## src/lfm_pkg.sv

```systemverilog
// Constants, types and register map for the laser fault and alarm manager
package lfm_pkg;

  // ----------------------------------------------------------------
  // Register offsets
  // ----------------------------------------------------------------
  localparam logic [7:0] ADDR_PART_ID = 8'h86;
  localparam logic [7:0] ADDR_REV_ID = 8'h87;
  localparam logic [7:0] ADDR_POLARITY = 8'h89;
  localparam logic [7:0] ADDR_SHIFT_A = 8'h8e;
  localparam logic [7:0] ADDR_SHIFT_B = 8'h8f;

  // ----------------------------------------------------------------
  // Field positions and reset values
  // ----------------------------------------------------------------
  localparam int POL_BIT = 0;
  localparam int SHIFT_ONE_LSB = 0;
  localparam int SHIFT_TWO_LSB = 4;
  localparam int SHIFT_THREE_LSB = 0;
  localparam int SHIFT_W = 3;
  localparam logic [7:0] POLARITY_RST = 8'h00;
  localparam logic [7:0] SHIFT_RST = 8'h00;
  localparam logic [7:0] UNMAPPED_READ = 8'h00;

  // Alarm vector layout: converter alarms 0..4, quick-trips 5..8, gate 9
  localparam int NUM_CHAN = 5;
  localparam int NUM_QT = 4;
  localparam int NUM_ALM = 10;
  localparam int QT_LSB = 5;
  localparam int QT_BIAS_MAX = 3;
  localparam int GATE_BIT = 9;
  localparam logic [NUM_ALM-1:0] TRAP_RST = 10'h000;

  // Alarms ignored for this many bias updates after output enable (window is 8 to 10)
  localparam logic [3:0] STARTUP_IGNORE = 4'h9;

  // ----------------------------------------------------------------
  // Types
  // ----------------------------------------------------------------
  // Conversion channels, Gray coded from CH_TEMP through CH_MON_THREE
  typedef enum logic [2:0] {
    CH_TEMP = 3'b000,
    CH_VCC = 3'b001,
    CH_MON_ONE = 3'b011,
    CH_MON_TWO = 3'b010,
    CH_MON_THREE = 3'b110
  } lfm_chan_t;

  // Thresholds of one channel
  typedef struct packed {
    logic [15:0] hiAlarm;
    logic [15:0] loAlarm;
    logic [15:0] hiWarn;
    logic [15:0] loWarn;
  } lfm_thresh_t;

  // Masks and controls from lower memory
  typedef struct packed {
    logic [NUM_ALM-1:0] faultMask;
    logic [NUM_ALM-2:0] gateMask;
    logic faultLatchEn;
    logic faultResetPulse;
    logic softTxDisable;
  } lfm_ctrl_t;

  // Flags of one comparison set
  typedef struct packed {
    logic hiAlarm;
    logic loAlarm;
    logic hiWarn;
    logic loWarn;
  } lfm_flags_t;

endpackage : lfm_pkg

```

## src/lfm_fault_manager.sv

```systemverilog
// Laser fault and alarm manager: monitor post-processing, fault and shutdown gate logic
//
// Notes on behaviour
// - Temperature signed, other channels unsigned codes
// - Each conversion compared against four thresholds
// - Five channels converted in round-robin unless short-cycled
// - Enabled active supply-low: temperature and supply only
// - External monitors right shifted zero to seven
// - Result registers hold shifted values
// - Fault output gated by its own masks
// - Unlatched fault follows alarm condition
// - Latched fault released by reset, disable, power
// - Gate-routed fault released only by disable, power
// - Alarms except bias-max ignored at start
// - Fault output: low supply 1, disable 0
// - Shutdown gate separately masked, always latches
// - Gate driven per polarity above power-on
// - Gate undriven below analog power-on level
// - Latched shutdown released by disable or power
// - Re-init clears alarms except supply-low
// - Bias and modulation enabled only when clear
// - Trap bits set for every alarm occurrence
// - Trap bits cleared by host zero writes
// - Two read-only identification bytes
// - Software disable acts as the pin
// - Supply-low forced at power-on, latches wait
`timescale 1ns/10ps
`default_nettype none

module lfm_fault_manager #(
  parameter logic [7:0] PART_ID = 8'h5a, // Arbitrary value
  parameter logic [7:0] REV_ID = 8'h01   // Arbitrary value
) (
  // Clock and reset
  input wire logic clock,
  input wire logic reset,
  // Supply and pins
  input wire logic belowPoa,
  input wire logic txDisable,
  output logic txFault,
  output logic gateOut,
  output logic gateOe,
  output logic biasEnable,
  output logic modEnable,
  // Converter
  input wire logic convDone,
  input wire logic [15:0] convRaw,
  output lfm_pkg::lfm_chan_t convChan,
  output logic [15:0] measResult [lfm_pkg::NUM_CHAN],
  output lfm_pkg::lfm_flags_t chanFlags [lfm_pkg::NUM_CHAN],
  // Quick-trip and bias loop
  input wire logic [lfm_pkg::NUM_QT-1:0] quickTrip,
  input wire logic biasUpdate,
  // Thresholds and controls
  input wire lfm_pkg::lfm_thresh_t thresh [lfm_pkg::NUM_CHAN],
  input wire lfm_pkg::lfm_ctrl_t ctrl,
  // Trap bytes
  input wire logic trapWrite,
  input wire logic [lfm_pkg::NUM_ALM-1:0] trapWrData,
  output logic [lfm_pkg::NUM_ALM-1:0] alarmTrap,
  // Register port
  input wire logic regWrite,
  input wire logic regRead,
  input wire logic [7:0] regAddr,
  input wire logic [7:0] regWrData,
  output logic [7:0] regRdData
);

  // ----------------------------------------------------------------
  // Registers
  // ----------------------------------------------------------------
  logic [7:0] polarity_r;
  logic [7:0] shiftA_r;
  logic [7:0] shiftB_r;
  logic [7:0] rdData_r;
  lfm_pkg::lfm_chan_t chan_r;
  lfm_pkg::lfm_chan_t chan_nxt;
  logic [15:0] meas_r [lfm_pkg::NUM_CHAN];
  lfm_pkg::lfm_flags_t flags_r [lfm_pkg::NUM_CHAN];
  logic vccLowCleared_r;
  logic faultHeld_r;
  logic shutdown_r;
  logic [3:0] ignoreCnt_r;
  logic outOn_r;
  logic [lfm_pkg::NUM_ALM-1:0] trap_r;

  // ----------------------------------------------------------------
  // Channel index and shift
  // ----------------------------------------------------------------
  function automatic logic [2:0] chanIdx(input lfm_pkg::lfm_chan_t c);
    case (c)
      lfm_pkg::CH_TEMP: chanIdx = 3'h0;
      lfm_pkg::CH_VCC: chanIdx = 3'h1;
      lfm_pkg::CH_MON_ONE: chanIdx = 3'h2;
      lfm_pkg::CH_MON_TWO: chanIdx = 3'h3;
      default: chanIdx = 3'h4;
    endcase
  endfunction : chanIdx

  // Compare strictly, signed for the temperature channel
  function automatic logic above(input logic sgn, input logic [15:0] a, input logic [15:0] b);
    above = sgn ? ($signed(a) > $signed(b)) : (a > b);
  endfunction : above

  wire logic [2:0] curIdx = chanIdx(chan_r);
  wire logic isTemp = (chan_r == lfm_pkg::CH_TEMP);
  wire logic [2:0] shiftOne = shiftA_r[lfm_pkg::SHIFT_ONE_LSB +: lfm_pkg::SHIFT_W];
  wire logic [2:0] shiftTwo = shiftA_r[lfm_pkg::SHIFT_TWO_LSB +: lfm_pkg::SHIFT_W];
  wire logic [2:0] shiftThree = shiftB_r[lfm_pkg::SHIFT_THREE_LSB +: lfm_pkg::SHIFT_W];
  wire logic [2:0] shiftSel = (chan_r == lfm_pkg::CH_MON_ONE) ? shiftOne :
                              (chan_r == lfm_pkg::CH_MON_TWO) ? shiftTwo :
                              (chan_r == lfm_pkg::CH_MON_THREE) ? shiftThree : 3'h0;
  wire logic [15:0] shifted = convRaw >> shiftSel;

  // Comparison of the shifted result against the current thresholds
  wire lfm_pkg::lfm_thresh_t curTh = thresh[curIdx];
  wire lfm_pkg::lfm_flags_t newFlags = '{
    hiAlarm: above(isTemp, shifted, curTh.hiAlarm),
    loAlarm: above(isTemp, curTh.loAlarm, shifted),
    hiWarn: above(isTemp, shifted, curTh.hiWarn),
    loWarn: above(isTemp, curTh.loWarn, shifted)
  };

  // ----------------------------------------------------------------
  // Alarm vector and masks
  // ----------------------------------------------------------------
  logic [lfm_pkg::NUM_CHAN-1:0] adcAlarm;
  genvar g;
  generate
    for (g = 0; g < lfm_pkg::NUM_CHAN; g++) begin : gAdc
      assign adcAlarm[g] = flags_r[g].hiAlarm | flags_r[g].loAlarm;
    end
  endgenerate

  wire logic vccLow = flags_r[1].loAlarm;
  wire logic softOff = ctrl.softTxDisable;
  wire logic anyDisable = txDisable | softOff;
  wire logic ignoring = (ignoreCnt_r != '0);
  // Startup window hides all but the bias-max quick-trip
  wire logic [lfm_pkg::NUM_QT-1:0] qtKeep = {1'b1, {(lfm_pkg::NUM_QT-1){~ignoring}}};
  wire logic [lfm_pkg::NUM_ALM-2:0] rawAlarm = {quickTrip, adcAlarm};
  wire logic [lfm_pkg::NUM_ALM-2:0] effAlarm =
    {quickTrip & qtKeep, adcAlarm & {lfm_pkg::NUM_CHAN{~ignoring}}};
  wire logic faultLive =
    |(effAlarm & ctrl.faultMask[lfm_pkg::NUM_ALM-2:0]);
  wire logic gateRouted = shutdown_r & ctrl.faultMask[lfm_pkg::GATE_BIT];
  wire logic gateLive = |(effAlarm & ctrl.gateMask);
  wire logic vccLowEnabled = ctrl.faultMask[1] | ctrl.gateMask[1];
  wire logic shortCycle = vccLowEnabled & vccLow;

  // ----------------------------------------------------------------
  // Channel sequencing
  // ----------------------------------------------------------------
  always_comb begin
    case (chan_r)
      lfm_pkg::CH_TEMP: chan_nxt = lfm_pkg::CH_VCC;
      lfm_pkg::CH_VCC: chan_nxt = shortCycle ? lfm_pkg::CH_TEMP : lfm_pkg::CH_MON_ONE;
      lfm_pkg::CH_MON_ONE: chan_nxt = shortCycle ? lfm_pkg::CH_TEMP : lfm_pkg::CH_MON_TWO;
      lfm_pkg::CH_MON_TWO: chan_nxt = shortCycle ? lfm_pkg::CH_TEMP : lfm_pkg::CH_MON_THREE;
      default: chan_nxt = lfm_pkg::CH_TEMP;
    endcase
  end

  // Advance one channel per completed conversion
  always_ff @(posedge clock) begin
    if (reset) begin
      chan_r <= lfm_pkg::CH_TEMP;
    end else if (convDone) begin
      chan_r <= chan_nxt;
    end
  end

  // ----------------------------------------------------------------
  // Output enable state and re-initialisation
  // ----------------------------------------------------------------
  wire logic outAllowed = ~belowPoa & ~anyDisable & ~shutdown_r & ~gateLive & ~vccLow;
  wire logic reinit = outAllowed & ~outOn_r;

  // Results, flags and supply-low handling
  always_ff @(posedge clock) begin
    if (reset) begin
      for (int i = 0; i < lfm_pkg::NUM_CHAN; i++) begin
        meas_r[i] <= 16'h0000;
        flags_r[i] <= '0;
      end
      vccLowCleared_r <= 1'b0;
    end else begin
      if (reinit) begin
        for (int i = 0; i < lfm_pkg::NUM_CHAN; i++) begin
          flags_r[i] <= '{hiAlarm: 1'b0, loAlarm: (i == 1) ? flags_r[i].loAlarm : 1'b0,
                          hiWarn: 1'b0, loWarn: 1'b0};
        end
      end
      if (convDone) begin
        meas_r[curIdx] <= shifted;
        flags_r[curIdx] <= newFlags;
        if (chan_r == lfm_pkg::CH_VCC) begin
          vccLowCleared_r <= ~newFlags.loAlarm;
        end
      end
      if (belowPoa) begin
        flags_r[1].loAlarm <= 1'b1;
        vccLowCleared_r <= 1'b0;
      end
    end
  end

  // ----------------------------------------------------------------
  // Fault latch, shutdown latch and startup window
  // ----------------------------------------------------------------
  always_ff @(posedge clock) begin
    if (reset) begin
      faultHeld_r <= 1'b0;
      shutdown_r <= 1'b0;
      outOn_r <= 1'b0;
      ignoreCnt_r <= 4'h0;
    end else begin
      if (anyDisable) begin
        faultHeld_r <= 1'b0;
      end else if (ctrl.faultLatchEn & faultLive & vccLowCleared_r) begin
        faultHeld_r <= 1'b1;
      end else if (ctrl.faultResetPulse) begin
        faultHeld_r <= 1'b0;
      end
      if (anyDisable) begin
        shutdown_r <= 1'b0;
      end else if (gateLive & vccLowCleared_r & ~belowPoa) begin
        shutdown_r <= 1'b1;
      end
      outOn_r <= outAllowed;
      if (reinit) begin
        ignoreCnt_r <= lfm_pkg::STARTUP_IGNORE;
      end else if (biasUpdate & ignoring) begin
        ignoreCnt_r <= ignoreCnt_r - 4'h1;
      end
    end
  end

  // ----------------------------------------------------------------
  // Trap bytes
  // ----------------------------------------------------------------
  wire logic [lfm_pkg::NUM_ALM-1:0] trapSet = {shutdown_r, rawAlarm};
  wire logic [lfm_pkg::NUM_ALM-1:0] trapKeep = trapWrite ? (trap_r & trapWrData) : trap_r;

  // New alarms win over a host clear in the same cycle
  always_ff @(posedge clock) begin
    if (reset) begin
      trap_r <= lfm_pkg::TRAP_RST;
    end else begin
      trap_r <= trapKeep | trapSet;
    end
  end

  // ----------------------------------------------------------------
  // Register port
  // ----------------------------------------------------------------
  wire logic hitPol = (regAddr == lfm_pkg::ADDR_POLARITY);
  wire logic hitShA = (regAddr == lfm_pkg::ADDR_SHIFT_A);
  wire logic hitShB = (regAddr == lfm_pkg::ADDR_SHIFT_B);
  logic [7:0] rdMux;
  always_comb begin
    if (regAddr == lfm_pkg::ADDR_PART_ID) begin
      rdMux = PART_ID;
    end else if (regAddr == lfm_pkg::ADDR_REV_ID) begin
      rdMux = REV_ID;
    end else if (hitPol) begin
      rdMux = polarity_r;
    end else if (hitShA) begin
      rdMux = shiftA_r;
    end else if (hitShB) begin
      rdMux = shiftB_r;
    end else begin
      rdMux = lfm_pkg::UNMAPPED_READ;
    end
  end

  // Writable configuration and registered read data
  always_ff @(posedge clock) begin
    if (reset) begin
      polarity_r <= lfm_pkg::POLARITY_RST;
      shiftA_r <= lfm_pkg::SHIFT_RST;
      shiftB_r <= lfm_pkg::SHIFT_RST;
      rdData_r <= 8'h00;
    end else begin
      if (regWrite & hitPol) polarity_r <= regWrData;
      if (regWrite & hitShA) shiftA_r <= regWrData;
      if (regWrite & hitShB) shiftB_r <= regWrData;
      if (regRead) rdData_r <= rdMux;
    end
  end

  // ----------------------------------------------------------------
  // Outputs
  // ----------------------------------------------------------------
  wire logic polBit = polarity_r[lfm_pkg::POL_BIT];
  assign txFault = belowPoa ? 1'b1 :
                   anyDisable ? 1'b0 :
                   (faultLive | faultHeld_r | gateRouted);
  assign gateOe = ~belowPoa;
  assign gateOut = shutdown_r ? polBit : ~polBit;
  assign biasEnable = outOn_r;
  assign modEnable = outOn_r;
  assign convChan = chan_r;
  assign measResult = meas_r;
  assign chanFlags = flags_r;
  assign alarmTrap = trap_r;
  assign regRdData = rdData_r;

  // ----------------------------------------------------------------
  // Checks
  // ----------------------------------------------------------------
  a_fault_below_poa: assert property (@(posedge clock) disable iff (reset)
    belowPoa |-> txFault) else $error("Fault output low below power-on level");
  a_fault_disable: assert property (@(posedge clock) disable iff (reset)
    (!belowPoa && txDisable) |-> !txFault) else $error("Fault output high while disabled");
  a_gate_hiz: assert property (@(posedge clock) disable iff (reset)
    belowPoa |-> !gateOe) else $error("Gate driven below power-on level");
  a_shutdown_holds: assert property (@(posedge clock) disable iff (reset)
    (shutdown_r && !anyDisable) |=> shutdown_r) else $error("Shutdown released early");
  a_outputs_off: assert property (@(posedge clock) disable iff (reset)
    (anyDisable || shutdown_r) |=> !biasEnable && !modEnable) else $error("Outputs on when off");
  a_short_cycle: assert property (@(posedge clock) disable iff (reset)
    (convDone && chan_r == lfm_pkg::CH_VCC && shortCycle) |=> chan_r == lfm_pkg::CH_TEMP)
    else $error("Sequence left short cycle");
  a_trap_sticky: assert property (@(posedge clock) disable iff (reset)
    (trap_r[0] && !trapWrite) |=> trap_r[0]) else $error("Trap bit lost");
  a_trap_sets: assert property (@(posedge clock) disable iff (reset)
    quickTrip[0] |=> trap_r[lfm_pkg::QT_LSB]) else $error("Trap bit not set");
  a_meas_shift: assert property (@(posedge clock) disable iff (reset)
    (convDone && chan_r == lfm_pkg::CH_MON_ONE) |=> meas_r[2] == $past(convRaw) >> $past(shiftOne))
    else $error("Result not shifted");
  a_ignore_window: assert property (@(posedge clock) disable iff (reset)
    reinit |=> ignoreCnt_r == lfm_pkg::STARTUP_IGNORE) else $error("Startup window not armed");
  a_fault_held: assert property (@(posedge clock) disable iff (reset)
    (faultHeld_r && !anyDisable && !ctrl.faultResetPulse) |=> faultHeld_r)
    else $error("Latched fault released early");
  a_vcc_forced: assert property (@(posedge clock) disable iff (reset)
    belowPoa |=> flags_r[1].loAlarm) else $error("Supply-low not forced below power-on");

endmodule : lfm_fault_manager

`default_nettype wire

```

## config.mk

```make
export PLATFORM = sky130hd
export DESIGN_NAME = lfm_fault_manager
export DESIGN_NICKNAME = d
export VERILOG_FILES = /design/src/lfm_pkg.sv /design/src/lfm_fault_manager.sv
export SDC_FILE = /design/constraint.sdc
export NUM_CORES = 1
export LEC_CHECK = 0
export ABC_AREA = 1
export BUFFER_PORTS_ARGS = -buffer_cell sky130_fd_sc_hd__buf_2
export CAP_MARGIN = 20
export CORE_AREA = 5 5 201 203
export DETAILED_ROUTE_END_ITERATION = 7
export DIE_AREA = 0 0 206 208
export GPL_ROUTABILITY_DRIVEN = 0
export SLEW_MARGIN = 15
export SYNTH_ARGS = -nofsm -noshare
export SYNTH_HDL_FRONTEND = slang
export SYNTH_SLANG_ARGS = --single-unit
```

## constraint.sdc

```tcl
create_clock -name clock -period 6.9 [get_ports clock]
set_input_delay 0.345 -clock clock [delete_from_list [all_inputs] [get_ports clock]]
set_output_delay 0.345 -clock clock [all_outputs]
set_load 0.005 [all_outputs]
```

Word level (Yosys, flattened, before mapping):

Cells that the tools add are included.
Widths: inputs -> output; s select.

* bits in registers: 153
* latch bits: 0
* memory bits (writable): 0
* memory bits (read-only): 0
* input bits: 397
* output and inout bits: 126
* logic and storage cells: 147
* memories: 0

* add/sub/neg operators: 1
* multipliers: 0
* divide/modulo/power cells: 0
* magnitude comparators: 10
* equality and inequality tests: 9
* shift-type cells: 1
* muxes and demuxes: 38
* bitwise gates (word level): 40
* reductions and logical operators: 11

Operator list (count)
* $bmux 64 s3: 1
* $gt 16x16->1: 8
* $mux 64: 2
* $bwmux 80: 1
* $mux 20: 3
* $demux 16 s3: 1
* $eq 8x8->1 const B: 5
* $mux 8: 5
* $pmux 3 s4: 2
* $bwmux 20: 1
* $and 9x9->9: 2
* $reduce_or 9->1: 2
* $mux 16: 1
* $shr 16x3->16: 1
* $and 1x1->1: 15
* $demux 4 s3: 1
* $mux 3: 4
* $mux 4: 3
* $and 10x10->10: 1
* $mux 1: 10
* $mux 10: 1
* $or 10x10->10: 1
* $not 1->1: 9
* $or 1x1->1: 9
* 16 further kinds: 21

Logic depth before layout (Yosys ltp):

Gate-level depths: netlist of run 1.

* word-level depth: 14
* depth in mapped cells: 29
* depth with buffers taken out: 26

Least setup slack after synthesis of run 1:

OpenSTA, ideal clock, no wires.

* path type: register to register
* start: register chan_r[2], in the netlist convChan[2]
* end: register flags_r, in the netlist vccLow
* library setup time: 109 ps
* data arrival time: 3022 ps
* data required time: 6791 ps
* slack: 3769 ps
* cell stages (with the launch flop): 27
* buffers on the path: 3
* period minus slack after synthesis: 3131 ps
* path through: dfxtp_1 > buf_6 > inv_4 > buf_8 > nand4_4 > nand3_4 > buf_6 > mux2_1 > nand2_1 > o21ai_1 > o21ai_2 > inv_1 > ha_1 > nor2_1 > nor2_1 > o21ai_0 > a21oi_1 > nor2_1 > nor2_1 > o21ai_0 > nand2_1 > nand3_1 > nand2_1 > nand3_2 > nand3_1 > nand2_1 > inv_1

* elaborated cells on any way between the ends: 25
* classes of those cells: order compare: 4; eq/ne: 4; shift: 1; mux: 13; bitwise: 1; reduce/logical: 2

RTL lines
* from (decl): line lfm_fault_manager.sv:76 `lfm_pkg::lfm_chan_t chan_r;`
* from (signal assigned): line lfm_fault_manager.sv:167 `chan_r <= lfm_pkg::CH_TEMP;`
* from (signal assigned): line lfm_fault_manager.sv:169 `chan_r <= chan_nxt;`
* $eq 3x3->1: line lfm_fault_manager.sv:112 `(chan_r == lfm_pkg::CH_MON_THREE) ? shiftThree : 3'h0;`
* $mux 3: line lfm_fault_manager.sv:112
* $mux 3: line lfm_fault_manager.sv:111 `(chan_r == lfm_pkg::CH_MON_TWO) ? shiftTwo :`
* $mux 3 *: line lfm_fault_manager.sv:110 `wire logic [2:0] shiftSel = (chan_r == lfm_pkg::CH_MON_ONE) ? shiftOne :`
* $shr 16x3->16 *: line lfm_fault_manager.sv:113 `wire logic [15:0] shifted = convRaw >> shiftSel;`
* net shifted[0]: line lfm_fault_manager.sv:113
* $gt 16x16->1: line lfm_fault_manager.sv:102 `above = sgn ? ($signed(a) > $signed(b)) : (a > b);`
* $mux 1 *: line lfm_fault_manager.sv:102
* $bwmux 20 *: line lfm_fault_manager.sv:196 `flags_r[curIdx] <= newFlags;`
* $mux 20 *: line lfm_fault_manager.sv:194 `if (convDone) begin`
* $mux 1 *: line lfm_fault_manager.sv:201 `if (belowPoa) begin`
* to (signal, indexed assignment): line lfm_fault_manager.sv:190 `flags_r[i] <= '{hiAlarm: 1'b0, loAlarm: (i == 1) ? flags_r[i].loAlarm : 1'b0,`
* to (signal, indexed assignment): line lfm_fault_manager.sv:196
* to (decl): line lfm_fault_manager.sv:79 `lfm_pkg::lfm_flags_t flags_r [lfm_pkg::NUM_CHAN];`

Mark *: on every way through the listed nets, which the timed path passes. The rest lies on a longest branch. The select of a mux whose other input is x is not followed.
A chain may end at the register's enable or synchronous reset.

Worst setup path in the final report of run 1:

* start: register chan_r[0], in the netlist convChan[0]
* end: register vccLowCleared_r

* elaborated cells on any way between the ends: 19
* classes of those cells: order compare: 2; eq/ne: 4; shift: 1; mux: 8; bitwise: 2; reduce/logical: 2

RTL lines
* $eq 3x3->1: line lfm_fault_manager.sv:112
* $mux 3: line lfm_fault_manager.sv:112
* $mux 3: line lfm_fault_manager.sv:111
* $mux 3 *: line lfm_fault_manager.sv:110
* $shr 16x3->16 *: line lfm_fault_manager.sv:113
* net shifted[0]: line lfm_fault_manager.sv:113
* $gt 16x16->1: line lfm_fault_manager.sv:102
* $mux 1 *: line lfm_fault_manager.sv:102
* $not 1->1 *: line lfm_fault_manager.sv:198 `vccLowCleared_r <= ~newFlags.loAlarm;`
* to (signal assigned): line lfm_fault_manager.sv:198
* to (decl): line lfm_fault_manager.sv:80 `logic vccLowCleared_r;`

Marks and branches as above.

==> run summary, run 1 <==
Worst setup endpoint: vccLowCleared_r
Cell count after synthesis: 1577
Actual slew at the worst max-slew pin: 0.928 ns
Global-route wire length before repair: 76400 um
Req. time, crit path: 7.22 ns
Maximum VDD drop: 0.187 mV
Rel. slew slack: 0.379
Pwr Total: 2.84 mW
FP Rows: 72
Post-CTS Setup Bufs: 0
Die span in y: 208 um
Synth Area in XOR/XNOR: 0.00166
Port Buffer Count: 522
# nets final: 2496
Yosys top cell by area: dfxtp_1
Dpl cells: 2535
Final setup margin: 1.98 ns
Final wirelength: 53600 um
I/O pin count: 523
EDFF count, synth: 0
Max Buffers Root-to-Sink: 2
Post-Synthesis Mean Instance Area: 6.71 um2
LEAKAGE: 7.17 nW
Final Skew: 0.00988 ns
Hold crit path type: in2reg
R2R Path End: vccLowCleared_r
TritonCTS clock tree: done
Initial drt markers: 1107
CP Max Fanout: 32
Post-CTS Resized: 0
Post-DP Area: 0.0135 mm2
Crit Path Class: reg2reg
Synth warnings: 0
RSZ-0062 raised after global routing: false
Initial antenna violation count: 14
Final core occ: 0.369
Gr usage total: 0.233
Via/cell ratio: 5.13
Routed via count: 13.2k
Clock Latency Late Sink: 0.43 ns
Primary FF master, synth: dfxtp_1
Top cells by area, synth: dfxtp_1, nand2_1, ha_1, o21ai_0, a21oi_1
Reg2reg setup slack: 1.98 ns
Post-synthesis mux area share: 0.00106
Synth Area in Compound Gates: 0.269
Cts bufs inserted: 17
Ratio of cells with drive above 1 in the final layout: 0.305
Part of the cycle the worst path needs: 0.713
HPWL Detailed: 42400 um
Synth top area share: 0.290
Pre-CTS setup slack: 2.06 ns
WL per Instance: 20.8 um
Crit path largest cell delay: 0.75 ns
Slowest cell on the critical path: dfxtp_1
Non-filler instance count after layout: 2572
Area Overhead vs Synth: 33.4%
Hold Vio Cnt, Final: 0
Max Cap Viol: 0
Largest family of logic cells by synthesized area: compound AO/OA/AOI/OAI gates
Chip width: 206 um
Cts hold-fix bufs: 0
TritonRoute pass-1 iters: 5
Arr. time, crit path: 5.24 ns
Syn_nets: 2036
Path depth of the worst reg2reg path: 22
Outcome: finished clean
Residual DRC count: 0
Final ANT Viol Nets: 0
Setup tns final: 0 ns
Crit path capture type: flop
Die ar.: 0.0428 mm2
Seq cells post-synth: 153
CTS H-tree lvls: 4
CTS Root Cell: clkbuf_16
Setup-failing EPs final: 0
Crit start category: flop
Core Box Area: 0.0383 mm2
Fin crit period: 4.92 ns
Final hold slack: 0.176 ns
Fmax: 0.203 GHz
Power Density: 201 mW/mm2
Synth unique cells: 56
Synth Area in Simple Gates: 0.266
Synthesized area: 0.0106 mm2
Fin area: 0.0141 mm2
Register area share after synthesis: 0.290
Largest net degree at the start of global routing: 89
Cell Chain, Critical Path: nand2_2, nor2_4, nand2_1, inv_1, nor2_4, nand2_1, o21ai_1, o21ai_2, inv_1, ha_1, nor2_1, nor2_1, o21ai_0, a21oi_1, nor2_1, nor2_1, o21ai_0, nand2_1, nand4_1, nand3_2, nand2_1, a21oi_2
Number of global-route vias before repair: 12.5k
Worst-path clk slew: 0.06 ns
Initial core utilization: 0.276
Clk sinks: 153
Fill count: 4062
Max Slew Vio Count: 0
Async SR Flop Fraction: 0
Critical path startpoint: convChan[0]
Post-Synth Adder-Cell Area: 0.0734
Remaining global-route overflow: 0
RR Startpoint: convChan[0]
[cells in the mapped netlist, drive strengths merged, types with 25 or more instances]
| library cell | instances |
|---|---|
| a21oi | 123 |
| clkbuf | 73 |
| dfxtp | 153 |
| ha | 62 |
| inv | 161 |
| nand2 | 369 |
| nand3 | 104 |
| nand4 | 28 |
| nor2 | 112 |
| o211ai | 52 |
| o21ai | 169 |
| o22ai | 25 |
| o31ai | 25 |
[placed cells by master, fill, tap and decap left out, types with 3 or more instances in the layout]
cell / instances
buf_2: 522
nand2_1: 361
o21ai_0: 155
dfxtp_1: 152
inv_1: 150
a21oi_1: 121
nor2_1: 102
nand3_1: 90
ha_1: 62
o211ai_1: 52
nand4_1: 25
o22ai_1: 25
o31ai_1: 25
clkbuf_16: 17
a22oi_1: 15
o2bb2ai_1: 14
a211oi_1: 14
o21ai_1: 12
buf_4: 12
nand3_2: 11
inv_2: 9
o221ai_1: 9
nand2_2: 7
a31oi_1: 6
diode_2: 5
nor2_4: 5
or2_2: 5
nor2_2: 4
nor3_1: 4
nor4_1: 4
a21o_1: 4
inv_6: 4
inv_4: 3
nand3_4: 3
o21bai_1: 3
a41oi_1: 3
o21a_1: 3
clkinv_2: 3
[flip-flops by register name (all words and copies together), names as in the netlist, 3 cells and up]
name,count
polarity_r,8
measResult,80
chanFlags,19
convChan,3
ignoreCnt_r,4
regRdData,8
shiftA_r,8
alarmTrap,10
shiftB_r,8
[critical path: cells and delay by family, from the launching register on]
kind	cells	cell delay, ns
AOI/OAI and AO/OA	6	1.33
DFF	1	0.75
adders and majority gates	1	0.25
and+or+nand+nor	13	2.14
buffers and inverters	2	0.34
[power breakdown]
| part | internal, mW | switching (mW) |
|---|---|---|
| registers | 0.928 | 0.0333 |
| clock network | 0.519 | 0.400 |
| logic | 0.357 | 0.600 |
[worst min path at each step]
stage | cells after the start | endpoint | start | slack (ns)
3_3_place_gp | 2 | shiftA_r[3] | shiftA_r[3] | 0.44
6_report | 4 | faultHeld_r | ctrl[1] | 0.18
2_1_floorplan | 2 | shiftB_r[7] | shiftB_r[7] | 0.43
5_1_grt | 3 | alarmTrap[6] | quickTrip[1] | 0.18
4_1_cts | 3 | alarmTrap[5] | quickTrip[0] | 0.16
3_5_place_dp | 2 | shiftB_r[5] | shiftB_r[5] | 0.45
[per-layer routing]
layer	up-vias	GRT usage	share of wire
li1	6354	-	-
met1	6109	0.298	0.42
met4	20	0.0771	0.036
met2	585	0.382	0.46
met3	121	0.0624	0.084
met5	-	0	0.0023
[area by class of cell]
| cell class | count | area, um2 | area share |
|---|---|---|---|
| Timing Repair Buffer | 535 | 2730 | 0.193 |
| Multi-Input combinational cell | 1167 | 6470 | 0.458 |
| Inverter | 163 | 619 | 0.0439 |
| Clock inverter | 12 | 115 | 0.00816 |
| Antenna cell | 5 | 12.5 | 0.000887 |
| Tap cell | 518 | 648 | 0.0459 |
| Clock buffer | 19 | 453 | 0.0321 |
| Sequential cell | 153 | 3060 | 0.217 |
[cell families (layout without fill, tap and decap cells)]
kind of cell    Yosys count  in the layout
compound gates          473            473
fa+ha+maj                62             62
buf+inv                 257            729
flops                   153            153
xor+xnor                  2              2
mux                       1              1
other cells               0              5
simple gates            629            629
Power figures use the tool's default switching activity.
==> run 2: changes to the inputs <==
- clock period: 6.9 -> 5 ns (I/O delays scaled with it)
==> run summary, run 2 (same netlist as run 1, synthesis figures left out) <==
Ratio of cells with drive above 1 in the final layout: 0.308 (was 0.305)
Clk sinks: 153 (unchanged)
Post-CTS Setup Bufs: 0 (unchanged)
Largest net degree at the start of global routing: 73 (was 89)
LEAKAGE: 7.20 nW (was 7.17 nW)
Hold crit path type: in2reg (unchanged)
Comb pwr share: 0.345 (was 0.337)
Arr. time, crit path: 4.82 ns (was 5.24 ns)
Port Buffer Count: 522 (unchanged)
Clock Latency Late Sink: 0.44 ns (was 0.43 ns)
Actual slew at the worst max-slew pin: 0.848 ns (was 0.928 ns)
Rel. slew slack: 0.432 (was 0.379)
Power Density: 273 mW/mm2 (was 201 mW/mm2)
Setup-failing EPs final: 0 (unchanged)
Fmax: 0.222 GHz (was 0.203 GHz)
Initial core utilization: 0.276 (unchanged)
HPWL Detailed: 43100 um (was 42400 um)
Initial antenna violation count: 18 (was 14)
Die span in y: 208 um (unchanged)
FP Rows: 72 (unchanged)
NetSw: 1.44 mW (was 1.03 mW)
Setup tns final: 0 ns (unchanged)
Sw Ratio: 0.372 (was 0.364)
Die ar.: 0.0428 mm2 (unchanged)
Global-route wire length before repair: 76400 um (about the same)
CP Max Fanout: 16 (was 32)
Final setup margin: 0.504 ns (was 1.98 ns)
Commonest non-fill, non-tap cells in the layout: buf_2, nand2_1, o21ai_0 (unchanged)
# nets final: 2504 (was 2496)
TritonCTS clock tree: done (unchanged)
Crit Path Class: reg2reg (unchanged)
Req. time, crit path: 5.32 ns (was 7.22 ns)
Max Buffers Root-to-Sink: 2 (unchanged)
Final Skew: 0.0133 ns (was 0.00988 ns)
Reg power frac: 0.343 (was 0.339)
Clock power frac: 0.312 (was 0.324)
Final hold slack: 0.0714 ns (was 0.176 ns)
Fin area: 0.0142 mm2 (was 0.0141 mm2)
Maximum VDD drop: 0.233 mV (was 0.187 mV)
Remaining global-route overflow: 0 (unchanged)
Cts bufs inserted: 17 (unchanged)
Final ANT Viol Nets: 0 (unchanged)
Pre-CTS setup slack: 0.333 ns (was 2.06 ns)
Final wirelength: 53200 um (was 53600 um)
WL per Instance: 20.6 um (was 20.8 um)
CTS Root Cell: clkbuf_16 (unchanged)
Via/cell ratio: 5.14 (was 5.13)
Area Overhead vs Synth: 33.9% (was 33.4%)
Crit start category: flop (unchanged)
Post-DP Area: 0.0136 mm2 (was 0.0135 mm2)
I/O pin count: 523 (unchanged)
Hold Vio Cnt, Final: 0 (unchanged)
Worst-path clk slew: 0.07 ns (was 0.06 ns)
Number of global-route vias before repair: 12.5k (about the same)
Outcome: finished clean (unchanged)
Fin crit period: 4.50 ns (was 4.92 ns)
Reg2reg setup slack: 0.50 ns (was 1.98 ns)
Max reg flops: 80 (unchanged)
Chip width: 206 um (unchanged)
Max Cap Viol: 0 (unchanged)
Initial drt markers: 1270 (was 1107)
Gr usage total: 0.232 (was 0.233)
Cell internal pwr: 2.43 mW (was 1.80 mW)
Routed via count: 13.3k (was 13.2k)
Commonest non-fill, non-tap cell in the layout: buf_2 (unchanged)
Core Box Area: 0.0383 mm2 (unchanged)
Residual DRC count: 0 (unchanged)
CTS H-tree lvls: 4 (unchanged)
TritonRoute pass-1 iters: 8 (was 5)
Part of the cycle the worst path needs: 0.899 (was 0.713)
Max Slew Vio Count: 0 (unchanged)
Crit path capture type: flop (unchanged)
RSZ-0062 raised after global routing: false (unchanged)
Dpl cells: 2543 (was 2535)
Non-filler instance count after layout: 2580 (was 2572)
==> run 2: cell types whose count changed in the layout (fill, tap and decap cells not counted) <==
cell / delta
inv_8: +1
buf_4: +7
clkbuf_8: -2
dfxtp_2: +1
buf_12: +1
dfxtp_1: -1
bufinv_16: -1
clkinv_4: +1
diode_2: -1
clkinvlp_4: +1
clkbuf_1: +1
==> run 2: final timing paths <==
| check | start | endpoint | cells past startpoint |
|---|---|---|---|
| max reg2reg | convChan[1] | vccLow | 24 |
| min reg2reg | ignoreCnt_r[1] | ignoreCnt_r[1] | 2 |
| min | convDone | convChan[2] | 2 |
| max | convChan[1] | vccLow | 24 |
==> run 2: layout make-up <==
type | instances | area, um2
clock buffers | 18 | 429
repair buffers | 543 | 2800
well taps | 518 | 648
inverters | 163 | 619
multi-input cells | 1167 | 6470
clock inverters | 14 | 113
flip-flops and latches | 153 | 3070
fillers | 4139 | 24100
diodes | 4 | 10.0
==> run 2: worst max-delay path, cell delays in order (launching register included) <==
cell and delay [ns]:
dfxtp_1 0.69, inv_4 0.13, nor2_8 0.24, nand2_2 0.12
nor2_1 0.13, a21oi_2 0.04, nand2_2 0.24, inv_2 0.19
or2_2 0.33, nand2_1 0.14, inv_1 0.23, ha_1 0.38
nand2_1 0.07, o21ai_0 0.15, a21oi_1 0.08, nor2_1 0.09
nor2_1 0.04, o21ai_0 0.39, nand2_1 0.15, nand3_1 0.11
nand2_1 0.07, nand3_2 0.15, nand3_1 0.09, nand2_1 0.07
inv_1 0.04
==> run 2: metrics by stage <==
| stage | power, mW | util |
|---|---|---|
| 2_1_floorplan | 2.12 | - |
| 3_3_place_gp | 2.66 | 0.355 |
| 3_5_place_dp | 2.69 | 0.355 |
| 4_1_cts | 3.90 | 0.369 |
| 5_1_grt | 4.11 | 0.370 |
| 6_report | 3.87 | 0.370 |
==> run 2: per-layer routing <==
| metal | GRT usage | vias up | wire, um |
|---|---|---|---|
| met3 | 0.0579 | 98 | 4530 |
| met1 | 0.301 | 6183 | 22500 |
| met2 | 0.390 | 582 | 24900 |
| met4 | 0.0521 | 26 | 1110 |
| li1 | - | 6363 | - |
| met5 | 0 | - | 155 |
==> run 2: power groups by stage <==
stage | combinational, mW | clock [mW] | sequential (mW)
after global placement | 1.31 | 0 | 1.35
final | 1.34 | 1.21 | 1.33
after floorplan | 0.779 | 0 | 1.34
after global routing | 1.49 | 1.29 | 1.33
after CTS | 1.34 | 1.23 | 1.33
after detailed placement | 1.33 | 0 | 1.35
==> run 2: repair_timing <==
action / 4_1_cts / 5_1_grt
hold endpoints to repair: 0 / 0
setup endpoints to repair: 0 / 1
gates resized for setup: 0 / 1
hold buffers: 0 / 0
